**src/core/pmcsp_map.svh**
```systemverilog
// Operation
// - Fault-clear command clears every latched fault and releases the alert line.
// - Lock bit 5 set: only lock, page, operation, on/off config writable.
// - Lock bit 6 set: only lock, page and operation writable.
// - A lock bit at zero adds no restriction; other set bits decide.
// - Store-all copies every setting to nonvolatile memory, busy about 50 ms.
// - Restore-all reloads every setting from nonvolatile memory.
// - Store-single copies only the setting whose code is in the data byte.
// - On/off config is fixed: enable follows the on/off pin alone, active high; operation command not consulted.
// - Lock bit 7 at zero leaves write permission to bits 5 and 6.
`ifndef PMCSP_MAP_SVH
`define PMCSP_MAP_SVH
// ----------------------------------------
// Command codes
// ----------------------------------------
`define PMCSP_CMD_PAGE      8'h00
`define PMCSP_CMD_OPERATION 8'h01
`define PMCSP_CMD_ONOFF_CFG 8'h02
`define PMCSP_CMD_FCLR      8'h03
`define PMCSP_CMD_WLOCK     8'h10
`define PMCSP_CMD_STORE_ALL 8'h11
`define PMCSP_CMD_RESTORE   8'h12
`define PMCSP_CMD_STORE_ONE 8'h13
`define PMCSP_CMD_STATUS    8'h78
// ----------------------------------------
// Fields and reset values
// ----------------------------------------
`define PMCSP_DEV_ADDR      7'h40
`define PMCSP_ONOFF_CFG     8'h17
`define PMCSP_OP_RST        8'h80
`define PMCSP_WLOCK_RST     8'h00
`define PMCSP_LOCK_ALL_BIT  7
`define PMCSP_LOCK_MID_BIT  6
`define PMCSP_LOCK_LOW_BIT  5
`define PMCSP_OP_ON_BIT     7
`define PMCSP_CFG_USE_BIT   4
`define PMCSP_CFG_CMD_BIT   3
`define PMCSP_CFG_PIN_BIT   2
`define PMCSP_CFG_POL_BIT   1
// ----------------------------------------
// Timing
// ----------------------------------------
`define PMCSP_CLK_HZ        20000000
`define PMCSP_STORE_MS      50
`define PMCSP_STORE_CYCLES  ((`PMCSP_STORE_MS * `PMCSP_CLK_HZ) / 1000)
`endif

```
**src/core/pmcsp_pkg.sv**
```systemverilog
`default_nettype none
package pmcsp_pkg;
  typedef enum logic [2:0] {
    ST_IDLE  = 3'b000,
    ST_ADDR  = 3'b001,
    ST_ACK_A = 3'b010,
    ST_CMD   = 3'b011,
    ST_ACK_C = 3'b100,
    ST_DATA  = 3'b101,
    ST_ACK_D = 3'b110,
    ST_RD    = 3'b111
  } pmcsp_phase_t;

  typedef struct packed {
    pmcsp_phase_t st;
    logic         ign;
    logic         scl1, scl2, scl3;
    logic         sda1, sda2, sda3;
    logic         pin1, pin2;
    logic [7:0]   sh;
    logic [3:0]   cnt;
    logic         rw;
    logic [7:0]   cmd;
    logic         got_cmd;
    logic         got_data;
    logic [7:0]   data;
    logic         drv;
    logic [7:0]   page;
    logic [7:0]   op;
    logic [7:0]   lock;
    logic [7:0]   fault;
    logic         alert;
    logic [7:0]   nv_op;
    logic [7:0]   nv_lock;
    logic [7:0]   nv_page;
    logic [19:0]  busy_cnt;
    logic         busy;
    logic         out_en;
  } pmcsp_state_t;
endpackage
`default_nettype wire

```
**src/core/pmcsp_top.sv**
```systemverilog
`include "pmcsp_map.svh"
`default_nettype none
module pmcsp_top #(
  parameter logic [19:0] STORE_CYCLES = 20'(`PMCSP_STORE_CYCLES)
) (
  input  wire logic       clk_i,
  input  wire logic       resetn_i,
  input  wire logic       scl_i,
  input  wire logic       sda_i,
  output logic            sda_o,
  output logic            sda_oe_o,
  output logic            alert_o,
  output logic            alert_oe_o,
  input  wire logic       onoff_pin_i,
  input  wire logic [7:0] fault_evt_i,
  output logic [7:0]      operation_o,
  output logic            out_en_o,
  output logic            nvm_busy_o
);
  import pmcsp_pkg::*;

  // ----------------------------------------
  // Decoding
  // ----------------------------------------
  function automatic logic wr_allowed(input logic [7:0] lock, input logic [7:0] code);
    if (lock[`PMCSP_LOCK_ALL_BIT]) begin
      return code == `PMCSP_CMD_WLOCK;
    end else if (lock[`PMCSP_LOCK_MID_BIT]) begin
      return code == `PMCSP_CMD_WLOCK || code == `PMCSP_CMD_PAGE ||
             code == `PMCSP_CMD_OPERATION;
    end else if (lock[`PMCSP_LOCK_LOW_BIT]) begin
      return code == `PMCSP_CMD_WLOCK || code == `PMCSP_CMD_PAGE ||
             code == `PMCSP_CMD_OPERATION || code == `PMCSP_CMD_ONOFF_CFG;
    end else begin
      return 1'b1;
    end
  endfunction

  function automatic logic onoff_eval(input logic [7:0] cfg, input logic op_on,
                                      input logic pin);
    logic pin_ok;
    logic cmd_ok;
    pin_ok = ~cfg[`PMCSP_CFG_PIN_BIT] | (pin == cfg[`PMCSP_CFG_POL_BIT]);
    cmd_ok = ~cfg[`PMCSP_CFG_CMD_BIT] | op_on;
    return ~cfg[`PMCSP_CFG_USE_BIT] | (pin_ok & cmd_ok);
  endfunction

  // ----------------------------------------
  // Reset release
  // ----------------------------------------
  logic [1:0] rst_sync_ff;
  logic       rst_n;
  always_ff @(posedge clk_i or negedge resetn_i) begin
    if (!resetn_i) begin
      rst_sync_ff <= 2'h0;
    end else begin
      rst_sync_ff <= {rst_sync_ff[0], 1'b1};
    end
  end
  assign rst_n = rst_sync_ff[1];

  // ----------------------------------------
  // Bus events
  // ----------------------------------------
  pmcsp_state_t r_ff;
  pmcsp_state_t nxt_r;
  logic         scl_rise, scl_fall, bus_start, bus_stop;
  logic         exec_ev, wr_ev, send_ev, wr_ok, fclr_ev;
  logic [7:0]   rd_byte;

  assign scl_rise  = r_ff.scl2 & ~r_ff.scl3;
  assign scl_fall  = ~r_ff.scl2 & r_ff.scl3;
  assign bus_start = r_ff.scl2 & r_ff.scl3 & ~r_ff.sda2 & r_ff.sda3;
  assign bus_stop  = r_ff.scl2 & r_ff.scl3 & r_ff.sda2 & ~r_ff.sda3;
  // Commands act only at stop, so a torn transfer never changes state
  assign exec_ev   = bus_stop & r_ff.got_cmd & ~r_ff.rw;
  assign wr_ev     = exec_ev & r_ff.got_data;
  assign send_ev   = exec_ev & ~r_ff.got_data;
  assign wr_ok     = wr_allowed(r_ff.lock, r_ff.cmd);
  assign fclr_ev   = send_ev & (r_ff.cmd == `PMCSP_CMD_FCLR);

  always_comb begin
    case (r_ff.cmd)
      `PMCSP_CMD_PAGE:      rd_byte = r_ff.page;
      `PMCSP_CMD_OPERATION: rd_byte = r_ff.op;
      `PMCSP_CMD_ONOFF_CFG: rd_byte = `PMCSP_ONOFF_CFG;
      `PMCSP_CMD_WLOCK:     rd_byte = r_ff.lock;
      `PMCSP_CMD_STATUS:    rd_byte = r_ff.fault;
      default:              rd_byte = 8'h00;
    endcase
  end

  // ----------------------------------------
  // Next state
  // ----------------------------------------
  always_comb begin
    nxt_r      = r_ff;
    nxt_r.scl1 = scl_i;
    nxt_r.scl2 = r_ff.scl1;
    nxt_r.scl3 = r_ff.scl2;
    nxt_r.sda1 = sda_i;
    nxt_r.sda2 = r_ff.sda1;
    nxt_r.sda3 = r_ff.sda2;
    nxt_r.pin1 = onoff_pin_i;
    nxt_r.pin2 = r_ff.pin1;
    if (r_ff.busy_cnt != 20'h00000) begin
      nxt_r.busy_cnt = r_ff.busy_cnt - 20'h00001;
    end
    // New fault events win over a clear in the same cycle
    nxt_r.fault = (fclr_ev ? 8'h00 : r_ff.fault) | fault_evt_i;
    if (bus_start) begin
      nxt_r.st       = ST_ADDR;
      nxt_r.ign      = 1'b0;
      nxt_r.cnt      = 4'h0;
      nxt_r.drv      = 1'b0;
      nxt_r.got_data = 1'b0;
    end else if (bus_stop) begin
      nxt_r.st       = ST_IDLE;
      nxt_r.drv      = 1'b0;
      nxt_r.got_cmd  = 1'b0;
      nxt_r.got_data = 1'b0;
      if (wr_ev && wr_ok) begin
        case (r_ff.cmd)
          `PMCSP_CMD_PAGE:      nxt_r.page = r_ff.data;
          `PMCSP_CMD_OPERATION: nxt_r.op = r_ff.data;
          `PMCSP_CMD_WLOCK:     nxt_r.lock = r_ff.data;
          `PMCSP_CMD_STORE_ONE: begin
            if (!r_ff.busy) begin
              nxt_r.busy_cnt = STORE_CYCLES;
              case (r_ff.data)
                `PMCSP_CMD_PAGE:      nxt_r.nv_page = r_ff.page;
                `PMCSP_CMD_OPERATION: nxt_r.nv_op = r_ff.op;
                `PMCSP_CMD_WLOCK:     nxt_r.nv_lock = r_ff.lock;
                default:              nxt_r.busy_cnt = 20'h00000;
              endcase
            end
          end
          default: nxt_r.page = r_ff.page;
        endcase
      end
      if (send_ev && wr_ok && !r_ff.busy) begin
        if (r_ff.cmd == `PMCSP_CMD_STORE_ALL) begin
          nxt_r.nv_op    = r_ff.op;
          nxt_r.nv_lock  = r_ff.lock;
          nxt_r.nv_page  = r_ff.page;
          nxt_r.busy_cnt = STORE_CYCLES;
        end else if (r_ff.cmd == `PMCSP_CMD_RESTORE) begin
          nxt_r.op   = r_ff.nv_op;
          nxt_r.lock = r_ff.nv_lock;
          nxt_r.page = r_ff.nv_page;
        end
      end
    end else if (!r_ff.ign) begin
      case (r_ff.st)
        ST_ADDR, ST_CMD, ST_DATA: begin
          if (scl_rise) begin
            nxt_r.sh  = {r_ff.sh[6:0], r_ff.sda2};
            nxt_r.cnt = r_ff.cnt + 4'h1;
          end else if (scl_fall && r_ff.cnt == 4'h8) begin
            nxt_r.cnt = 4'h0;
            nxt_r.drv = 1'b1;
            if (r_ff.st == ST_ADDR) begin
              nxt_r.rw  = r_ff.sh[0];
              nxt_r.st  = ST_ACK_A;
              // Foreign address: stay off the bus until the next start
              nxt_r.ign = r_ff.sh[7:1] != `PMCSP_DEV_ADDR;
              nxt_r.drv = r_ff.sh[7:1] == `PMCSP_DEV_ADDR;
            end else if (r_ff.st == ST_CMD) begin
              nxt_r.cmd     = r_ff.sh;
              nxt_r.got_cmd = 1'b1;
              nxt_r.st      = ST_ACK_C;
            end else begin
              nxt_r.data     = r_ff.sh;
              nxt_r.got_data = 1'b1;
              nxt_r.st       = ST_ACK_D;
            end
          end
        end
        ST_ACK_A: begin
          if (scl_fall) begin
            if (r_ff.rw) begin
              nxt_r.sh  = rd_byte;
              nxt_r.drv = ~rd_byte[7];
              nxt_r.cnt = 4'h1;
              nxt_r.st  = ST_RD;
            end else begin
              nxt_r.drv = 1'b0;
              nxt_r.st  = ST_CMD;
            end
          end
        end
        ST_ACK_C: begin
          if (scl_fall) begin
            nxt_r.drv = 1'b0;
            nxt_r.st  = ST_DATA;
          end
        end
        ST_ACK_D: begin
          if (scl_fall) begin
            nxt_r.drv = 1'b0;
            nxt_r.ign = 1'b1;
          end
        end
        ST_RD: begin
          if (scl_fall) begin
            if (r_ff.cnt == 4'h8) begin
              nxt_r.drv = 1'b0;
              nxt_r.ign = 1'b1;
            end else begin
              nxt_r.drv = ~r_ff.sh[6];
              nxt_r.sh  = {r_ff.sh[6:0], 1'b0};
              nxt_r.cnt = r_ff.cnt + 4'h1;
            end
          end
        end
        default: nxt_r.drv = 1'b0;
      endcase
    end
    nxt_r.busy   = nxt_r.busy_cnt != 20'h00000;
    nxt_r.alert  = |nxt_r.fault;
    nxt_r.out_en = onoff_eval(`PMCSP_ONOFF_CFG, r_ff.op[`PMCSP_OP_ON_BIT], r_ff.pin2);
  end

  localparam pmcsp_state_t ST_RST = '{
    st: ST_IDLE, scl1: 1'b1, scl2: 1'b1, scl3: 1'b1, sda1: 1'b1, sda2: 1'b1,
    sda3: 1'b1, op: `PMCSP_OP_RST, nv_op: `PMCSP_OP_RST, lock: `PMCSP_WLOCK_RST,
    nv_lock: `PMCSP_WLOCK_RST, default: '0};

  always_ff @(posedge clk_i or negedge rst_n) begin
    if (!rst_n) begin
      r_ff <= ST_RST;
    end else begin
      r_ff <= nxt_r;
    end
  end

  assign sda_o       = 1'b0;
  assign sda_oe_o    = ~r_ff.drv;
  assign alert_o     = 1'b0;
  assign alert_oe_o  = ~r_ff.alert;
  assign operation_o = r_ff.op;
  assign out_en_o    = r_ff.out_en;
  assign nvm_busy_o  = r_ff.busy;
endmodule
`default_nettype wire

```
**config.mk**
```make
export PLATFORM = sky130hd
export DESIGN_NAME = pmcsp_top
export DESIGN_NICKNAME = d
export VERILOG_FILES = /design/src/core/pmcsp_pkg.sv /design/src/core/pmcsp_top.sv
export VERILOG_INCLUDE_DIRS = /design/src /design/src/core
export SDC_FILE = /design/constraint.sdc
export NUM_CORES = 1
export LEC_CHECK = 0
export BUFFER_PORTS_ARGS = -buffer_cell sky130_fd_sc_hd__clkbuf_2
export CAP_MARGIN = 15
export CORE_MARGIN = 5
export CORE_UTILIZATION = 30
export CTS_BUF_LIST = sky130_fd_sc_hd__clkbuf_8
export CTS_CLUSTER_SIZE = 40
export DETAILED_ROUTE_END_ITERATION = 7
export PLACE_DENSITY = 0.48
export SYNTH_ARGS = -nofsm -noshare
export SYNTH_HDL_FRONTEND = slang
export SYNTH_SLANG_ARGS = --single-unit
export TNS_END_PERCENT = 10
```
**constraint.sdc**
```tcl
create_clock -name clk_i -period 4.7 [get_ports clk_i]
set_input_delay 0.235 -clock clk_i [delete_from_list [all_inputs] [get_ports clk_i]]
set_output_delay 0.235 -clock clk_i [all_outputs]
set_load 0.01 [all_outputs]
```
---- After elaboration in Yosys (flattened, before gate mapping) ----
Index checks and enable logic that the tools add are counted.
cells by class
  eq/ne operators ......................... 49
  mux-type cells .......................... 74
  div/mod/pow operators ................... 0
  bitwise gates (word level) .............. 27
  $lt $le $gt $ge ......................... 0
  $add $sub $neg .......................... 2
  reduce and logical (&&, ||, !) cells .... 33
  shift-type cells ........................ 0
  multiply operators ...................... 0
operators with widths
  operator                 count
  $mux W24                 11
  $mux W44                 5
  $mux W20                 5
  $mux W8                  8
  $mux W12                 4
  $eq A8 B5 Y1 const B     5
  $pmux W8 S5              1
  $reduce_bool A20 Y1      2
  $pmux W12 S3             1
  $ne A6 B6 Y1 const B     5
  $mux W4                  6
  $ne A4 B4 Y1 const B     6
  $reduce_and A8 Y1        3
  $sub A20 B1 Y20 const B  1
  $mux W19                 1
  $mux W1                  18
  $mux W18                 1
  $mux W9                  2
  $ne A3 B3 Y1 const B     6
  $reduce_and A6 Y1        3
  $eq A8 B1 Y1 const B     2
  $eq A8 B2 Y1 const B     2
  $logic_not A8 Y1         2
  $mux W3                  5
  other kinds (33)         80
word-level totals
  bits in latches ......................... 0
  RAM bits ................................ 0
  bits of input ports ..................... 13
  flip-flop bits (word level) ............. 125
  ROM bits ................................ 0
  memories ................................ 0

---- Depth between registers and ports, before layout ----
Gate-level depths: netlist (run 1).
  depth in word-level cells ............... 14
  depth in mapped cells ................... 9

---- Least setup slack after synthesis (run 1) ----
No wires, ideal clock.
  path kind ............................... reg-to-reg
  from .................................... register r_ff, in the netlist nxt_r[116]
  to ...................................... register r_ff[22] (netlist name)
  setup slack ............................. 2.424 ns
  arrival time ............................ 2.151 ns
  cell stages (with the launch flop) ...... 6
  clock period less this slack ............ 2.276 ns
  cells stage by stage .................... dfstp_2 -> nand4b_2 -> nor3b_4 -> o2111ai_4 -> o41ai_4 -> mux2_2
on the way
  word-level cells in the longest chain between the ends .. 10
  elaborated cells on any way between the ends .. 17
  those cells by class .................... mux (3); bitwise (10); reduce/logical (4)
RTL lines
  what                        RTL line                          RTL
  from (decl)                 pmcsp_top.sv:65                   pmcsp_state_t r_ff;
  from (signal assigned)      pmcsp_top.sv:233                  r_ff <= nxt_r;
  $and A1 B1 Y1 *             pmcsp_top.sv:73, pmcsp_top.sv:74
  $and A1 B1 Y1 (2 in a row)  pmcsp_top.sv:74                   assign bus_stop = r_ff.scl2 & r_ff.scl3 & r_ff.sda2 & ~r_ff.sda3;
  $and A1 B1 Y1 (2 in a row)  pmcsp_top.sv:76                   assign exec_ev = bus_stop & r_ff.got_cmd & ~r_ff.rw;
  $and A1 B1 Y1               pmcsp_top.sv:77                   assign wr_ev = exec_ev & r_ff.got_data;
  $logic_and A1 B1 Y1         pmcsp_top.sv:122                  if (wr_ev && wr_ok) begin
  $mux W44                    pmcsp_top.sv:122
  $mux W44                    pmcsp_top.sv:142                  if (r_ff.cmd == `PMCSP_CMD_STORE_ALL) begin
  $mux W44                    pmcsp_top.sv:141                  if (send_ev && wr_ok && !r_ff.busy) begin
Mark *: on every way between the ends. The rest lies on a longest branch, timed or not.
A chain may end at the register's enable or synchronous reset.

---- Final worst setup path (run 1) ----
  from .................................... register r_ff, in the netlist nxt_r[116]
  to ...................................... register r_ff[73] (netlist name)
on the way
  word-level cells in the longest chain between the ends .. 11
  elaborated cells on any way between the ends .. 18
  those cells by class .................... mux (4); bitwise (10); reduce/logical (4)
RTL lines
  what                        RTL line                          RTL
  $and A1 B1 Y1 *             pmcsp_top.sv:73, pmcsp_top.sv:74
  $and A1 B1 Y1 (2 in a row)  pmcsp_top.sv:74
  $and A1 B1 Y1 (2 in a row)  pmcsp_top.sv:76
  $and A1 B1 Y1               pmcsp_top.sv:77
  $logic_and A1 B1 Y1         pmcsp_top.sv:122
  $mux W24                    pmcsp_top.sv:122
  $mux W24                    pmcsp_top.sv:147                  end else if (r_ff.cmd == `PMCSP_CMD_RESTORE) begin
  $mux W24                    pmcsp_top.sv:142
  $mux W24                    pmcsp_top.sv:141
Marks and branches as above.

==> results of run 1 <==
-- worst max-delay path, delay by kind of cell (launching register included) --
kind,cells,cell delay (ps)
DFF,1,610
and+or+nand+nor,6,1880
AOI/OAI and AO/OA,1,230
-- cell usage after synthesis (all sizes together), types with 3 or more instances --
cell / n / area share (%)
nand3: 12 / 0.97
o41ai: 6 / 1.6
inv: 23 / 1.4
a31oi: 3 / 0.30
mux2: 37 / 6.7
a22oi: 11 / 1.3
nand2: 49 / 3.0
clkbuf: 14 / 0.85
buf: 20 / 2.0
o31ai: 5 / 0.61
nor3: 16 / 1.3
a21o: 10 / 1.2
a221oi: 5 / 0.71
nand4b: 3 / 0.53
nand4: 6 / 0.71
or3: 3 / 0.30
o21ai: 22 / 1.8
ha: 4 / 0.81
nand2b: 8 / 0.81
nor3b: 4 / 0.67
xnor2: 8 / 1.1
o211ai: 4 / 0.49
dfstp: 8 / 3.4
nor4: 15 / 2.3
dfrtp: 117 / 47
xor2: 5 / 0.71
o22ai: 27 / 2.7
nor2: 83 / 5.0
nor2b: 5 / 0.51
a21oi: 46 / 3.7
and2: 5 / 0.51
and3: 6 / 0.61
-- layer usage --
metal / GRT usage, % / wire (um)
met1: 17.9 / 7260
met2: 21.9 / 7440
met3: 2.81 / 526
met4: 5.34 / 358
met5: 0 / 0
-- state kept, by name (all words and copies together), names as in the netlist --
name	count
nxt_r	6
rst_sync_ff	2
r_ff	107
out_en_o	1
nvm_busy_o	1
operation_o	8
-- logic make-up after synthesis --
family | Yosys count
AOI/OAI and AO/OA | 152
buffers and inverters | 57
muxes | 39
other | 2
xor gates and xnor gates | 13
DFF | 125
adders and majority gates | 4
and+or+nand+nor | 225
-- worst min-delay path by stage --
stage | depth (start not counted) | from | end | slack (ps)
finish | 2 | resetn_i | rst_sync_ff[1] | 110
global route | 2 | resetn_i | rst_sync_ff[1] | 90
CTS | 2 | resetn_i | rst_sync_ff[1] | 90
detailed placement | 1 | resetn_i | rst_sync_ff[0] | 30
global placement | 1 | resetn_i | rst_sync_ff[0] | 30
floorplan | 0 | resetn_i | rst_sync_ff[0] | -60
-- timing repair --
item                                    in CTS  in global routing
endpoints found under the setup margin       0                  0
hold endpoints to repair                    13                  0
hold buffers                                12                  0
-- power by group --
group / internal [uW] / leakage, uW / total (uW) / switching (uW)
combinational: 95.3 / 0.00137 / 267 / 172
clock: 441 / 0.000194 / 913 / 472
sequential: 1130 / 0.00162 / 1210 / 84.5
-- cell usage in the layout, fill, tap and decap left out, types with 3 or more instances in the layout --
master and count:
o31ai_1 5, nor2b_1 5, xor2_1 5, a221oi_1 5, nor4_1 10, a21o_1 10, conb_1 3, buf_4 3
xnor2_1 8, nand4_1 5, and2_1 5, clkinv_4 6, nor2_1 83, o21ai_1 3, a21oi_1 46, inv_1 23
nand3_1 12, and3_1 6, nor3b_1 3, or3_1 3, ha_1 4, nor4_2 3, dfstp_2 8, o41ai_1 3
dfrtp_1 116, inv_6 4, clkbuf_2 24, dlygate4sd3_1 12, o211ai_1 4, mux2_2 37, nor3_1 16, clkbuf_8 18
o22ai_1 27, o21ai_0 19, a31oi_1 3, nand2b_1 8, nand2_1 48, a22oi_1 11
-- cell type report --
class	instances	area, um^2
timing repair buffer	39	263
clock buffer	18	248
multi-input combinational	436	2790
fill	2094	13300
clock inverter	14	135
inverter	23	86.3
tap	270	338
sequential	125	3140
-- metrics by stage --
stage / hold slack (ps) / util (%) / std cells / setup WS [ps] / area [um^2]
final: 110 / 34.5 / 925 / 1900 / 7000
after floorplan: -60.6 / - / 618 / 974 / 6190
after CTS: 90.1 / 34.5 / 925 / 1880 / 7000
after detailed placement: 29.3 / 32.0 / 881 / 1910 / 6500
after global placement: 27.2 / 32.0 / 881 / 2020 / 6500
after global routing: 94.2 / 34.5 / 925 / 1670 / 7000
==> impl_metrics.tcl, run 1 <==
set metrics [dict create \
    status "finished, final reports clean" \
    dpl.hpwl_um 11000 \
    nets 659 \
    wl_um 15600 \
    fmax_mhz 357 \
    cts_max_level 4 \
    clock_sinks 125 \
    yosysWarnings 0 \
    crit_required_ps 5070 \
    ir_drop_v 0.000136 \
    maxCapViolCount 0 \
    ios 27 \
    grt_pass1_wl_um 25800 \
    tns_ps 0 \
    synthXorXnorAreaFrac_pct 1.84 \
    drc_errors 0 \
    synth_simple_gate_area_share_pct 18.6 \
    synth_compound_area_share_pct 16.6 \
    max-slew-margin-rel_pct 31.5 \
    startpoint "nxt_r[116]" \
    post_cts_buffers 0 \
    critical_path_class "flop to flop" \
    grt_pass1_vias 4900 \
    power_leakage_uw 0.00319 \
    worst_pin_slew_ps 1020 \
    antenna_found_initial 0 \
    period_share_pct 59.5 \
    synth_flop_cell "dfrtp_1" \
    drt-initial-drc-count 418 \
    syn-cell-area_um2 6190 \
    cts_tree "done" \
    core-area_um2 20300 \
    rows 52 \
    cts_buffers 17 \
    ys_ff_latch 125 \
    ys_seq_area_share_pct 50.7 \
    synth.avg_cell_area_um2 10.0 \
    route.vias.total 4755 \
    rr_worst_depth 7 \
    ctsResizeCount 0 \
    min_period_ps 2800 \
    dr.pass1.iters 5 \
    hp-class "primary input to asynchronous set/reset pin" \
    synth_fa_ha_area_share_pct 0.809 \
    overflow 0 \
    area_growth_pct 13.1 \
    cpMaxStageDelayCell "or3_1" \
    r2r_slack_ps 1900 \
    initial_core_util_pct 30.5 \
    wl_per_cell_um 16.9 \
    via_per_inst 5.14 \
    cp_cell_sequence "nand4b_2 -> nor3b_4 -> o211ai_1 -> or3_1 -> nand2_1 -> nor2_1 -> nor2_1" \
    die-area_um2 23600 \
    crit_fanout 27 \
    cts_root_buf "clkbuf_8" \
    antennaDiodeCount 0 \
    synth_cell_type_count 64 \
    r2r-start "nxt_r[116]" \
    skew_ps 11.3 \
    finalSetupViolCount 0 \
    portBuffers 24 \
    crit_end "r_ff[73]" \
    track_usage_pct 13.6 \
    cp.arrival_ps 3160 \
    rsz0062_at_grt "false" \
    synthMuxAreaShare_pct 7.05 \
    async_reset_ff_share_pct 100 \
    drv_slew 0 \
    place.gp.congestion 0.870 \
    die_x_um 154 \
    total_power_uw 2390 \
    clk_pin_slew_worst_paths_ps 80 \
    ant_nets 0 \
    crit_top_cell "nor2_1" \
    cp-start-kind "flop" \
    max_stage_delay_ps 770 \
    cp-end-kind "flop" \
    synth_top_family_by_area "simple AND/OR/NAND/NOR gates" \
    cts_buffer_depth 2 \
    synthCells 617 \
    clk_latency_ps 440 \
    hold_violations 0 \
    layout-drive-gt1-share_pct 18.5 \
    synth_edf_count 0 \
    die_h_um 154 \
    grt_max_degree 65 \
    power_density_nw_per_um2 341 \
    r2r-end "r_ff[73]" \
]
(Power assumes the default switching activity.)
==> run 2, diff against run 1 <==
--- a/config.mk
+++ b/config.mk
@@ -6,6 +6,7 @@
 export SDC_FILE = /design/constraint.sdc
 export NUM_CORES = 1
 export LEC_CHECK = 0
+export ABC_AREA = 1
 export BUFFER_PORTS_ARGS = -buffer_cell sky130_fd_sc_hd__clkbuf_2
 export CAP_MARGIN = 15
 export CORE_MARGIN = 5
==> constraint.sdc (replaced) <==
create_clock -name clk_i -period 2.63 [get_ports clk_i]
set_input_delay 0.1315 -clock clk_i [delete_from_list [all_inputs] [get_ports clk_i]]
set_output_delay 0.1315 -clock clk_i [all_outputs]
set_load 0.01 [all_outputs]
==> run 2 against run 1 <==
  * Largest power group unchanged
  * Hold slack gained 170 ps
  * Sequential power grew 77%
  * Largest cell class unchanged
  * Register-to-register slack lost 1500 ps
  * Total power grew 100%
  * Clock power grew 100%
  * Worst setup slack lost 1500 ps
  * Clock skew grew 6.6 ps
  * First-iteration DRC count grew 6.7%
  * Synthesized area grew 11%
==> impl_metrics.tcl, run 2 <==
set metrics [dict create \
    route.vias.total 5866 \
    dr.pass1.iters 5 \
    drc_errors 0 \
    critical_path_class "flop to flop" \
    largest_register "r_ff" \
    cp-start-kind "flop" \
    cts_buffers 17 \
    ys_ff_latch 125 \
    cts_buffer_depth 2 \
    track_usage_pct 15.0 \
    synth_flop_cell "dfrtp_1" \
    dpl.hpwl_um 13800 \
    yosysTopAreaCell "dfrtp_1" \
    skew_ps 17.9 \
    final_cell_mix "nand2_1 (214), dfrtp_1 (116), inv_1 (104)" \
    antennaDiodeCount 0 \
    grt_pass1_wl_um 31200 \
    synth_edf_count 0 \
    hp-class "flop to asynchronous set/reset pin" \
    max-slew-margin-rel_pct 64.8 \
    layout-drive-gt1-share_pct 14.0 \
    final_cells 1221 \
    min_period_ps 2270 \
    cts_root_buf "clkbuf_8" \
    synth_cell_type_count 53 \
    period_share_pct 86.2 \
    ios 27 \
    die_h_um 161 \
    dp.cells 1176 \
    drv_slew 0 \
    largest_reg_flops 107 \
    yosys-top-cells-area "dfrtp_1 (43%), nand2_1 (12%), inv_1 (5.7%)" \
    cpMaxStageDelayCell "dfstp_2" \
    synth_top_area_share_pct 42.6 \
    cp_cell_sequence "inv_1 -> nand4_4 -> inv_2 -> nor2_1 -> inv_1 -> nor2_1 -> inv_2 -> nor3_2 -> nand2_1 -> nand2_1 -> o21ai_1" \
    tns_ps 0 \
    ir_drop_v 0.000269 \
    worst_pin_slew_ps 521 \
    die-area_um2 26100 \
    post_cts_buffers 0 \
    overflow 0 \
    finalSetupViolCount 0 \
    clock_sinks 125 \
    clk_latency_ps 450 \
    worstPathBufferInverterCount 4 \
    portBuffers 24 \
    ant_nets 0 \
    cts_max_level 4 \
    async_reset_ff_share_pct 100 \
    status "finished, final reports clean" \
    fmax_mhz 441 \
    nets 940 \
    r2r_slack_ps 360 \
    r2r-end "r_ff[82]" \
    total_power_uw 4800 \
    crit_required_ps 2940 \
    area_growth_pct 14.2 \
    place_ws_ps 342 \
    critPathTopFamily "simple AND/OR/NAND/NOR gates" \
    hold_violations 0 \
    cts_tree "done" \
    via_per_inst 4.80 \
    wl_per_cell_um 15.4 \
    grt_pass1_vias 5715 \
    fin_ws_ps 362 \
    antenna_found_initial 0 \
    power_leakage_uw 0.00397 \
    synth_common_cells "nand2_1 (214), dfrtp_1 (117), inv_1 (104), nor2_1 (98), o21ai_1 (55)" \
    syn-cell-area_um2 6880 \
    max_stage_delay_ps 520 \
    clk_pin_slew_worst_paths_ps 80 \
    mostFrequentLayoutCell "nand2_1" \
    drt-initial-drc-count 446 \
    hold_slack_ps 276 \
    synth.most_common_cell "nand2_1" \
    maxCapViolCount 0 \
    ys_seq_area_share_pct 45.6 \
    rows 55 \
    wl_um 18800 \
    rsz0062_at_grt "false" \
    die_x_um 161 \
    power_density_nw_per_um2 611 \
    rr_worst_depth 11 \
    grt_max_degree 40 \
    crit_fanout 17 \
    cp-end-kind "flop" \
    synth.avg_cell_area_um2 7.83 \
    core-area_um2 22600 \
    cp.arrival_ps 2580 \
    r2r-start "r_ff[113]" \
    synthCells 878 \
    initial_core_util_pct 30.4 \
    place.gp.congestion 0.833 \
    yosysWarnings 0 \
]
-- run 2: kinds of logic (layout without fill, tap and decap cells) --
family                     count (synthesis)  count (layout)  share of synthesized area, %
and+or+nand+nor                          420             420                          28.4
DFF                                      125             125                          45.6
AOI/OAI and AO/OA                        175             175                          14.6
adders and majority gates                  4               4                         0.728
buffers and inverters                    142             199                          9.20
xor gates and xnor gates                  10              10                          1.27
other                                      2               3                         0.109
-- run 2: through the flow --
stage / instance area (um^2) / utilization [%]
floorplan: 6880 / -
global placement: 7300 / 32.2
detailed placement: 7300 / 32.2
CTS: 7860 / 34.7
global route: 7860 / 34.7
finish: 7860 / 34.7
-- run 2: power by group --
part           switching, uW  internal (uW)  total [uW]
registers               96.3           2040        2140
clock network            863            980        1840
logic                    542            277         819
total                   1500           3300        4800
-- run 2: worst max path at each step --
stage	from	to	slack (ps)	cells after the start
after floorplan	rst_sync_ff[1]	nvm_busy_o	550	0
after global routing	r_ff[116]	r_ff[97]	100	8
after detailed placement	nxt_r[113]	r_ff[41]	340	8
final	r_ff[113]	r_ff[82]	360	11
after CTS	nxt_r[113]	r_ff[41]	320	8
after global placement	r_ff[113]	r_ff[92]	330	11
-- run 2: area by class of cell --
cell class / instances / area [um^2]
clock buffer: 18 / 248
clock inverter: 14 / 178
fill: 2324 / 14800
inverter: 111 / 417
multi-input combinational: 612 / 3110
sequential: 125 / 3140
tap: 285 / 357
timing repair buffer: 56 / 405
-- run 2: repair_timing --
item | in CTS | in global routing
endpoints found under the hold margin | 14 | 0
hold buffers | 13 | 0
gates resized for setup | 0 | 0
endpoints found under the setup margin | 0 | 0
-- run 2: layer usage --
layer  global-route usage (%)  share of wire [%]  up-vias
li1                         -                  -     2950
met1                     21.3                 49     2766
met2                     23.4                 46      119
met3                     2.81                3.7       31
met4                     4.34                1.6        0
met5                        0                  0        -
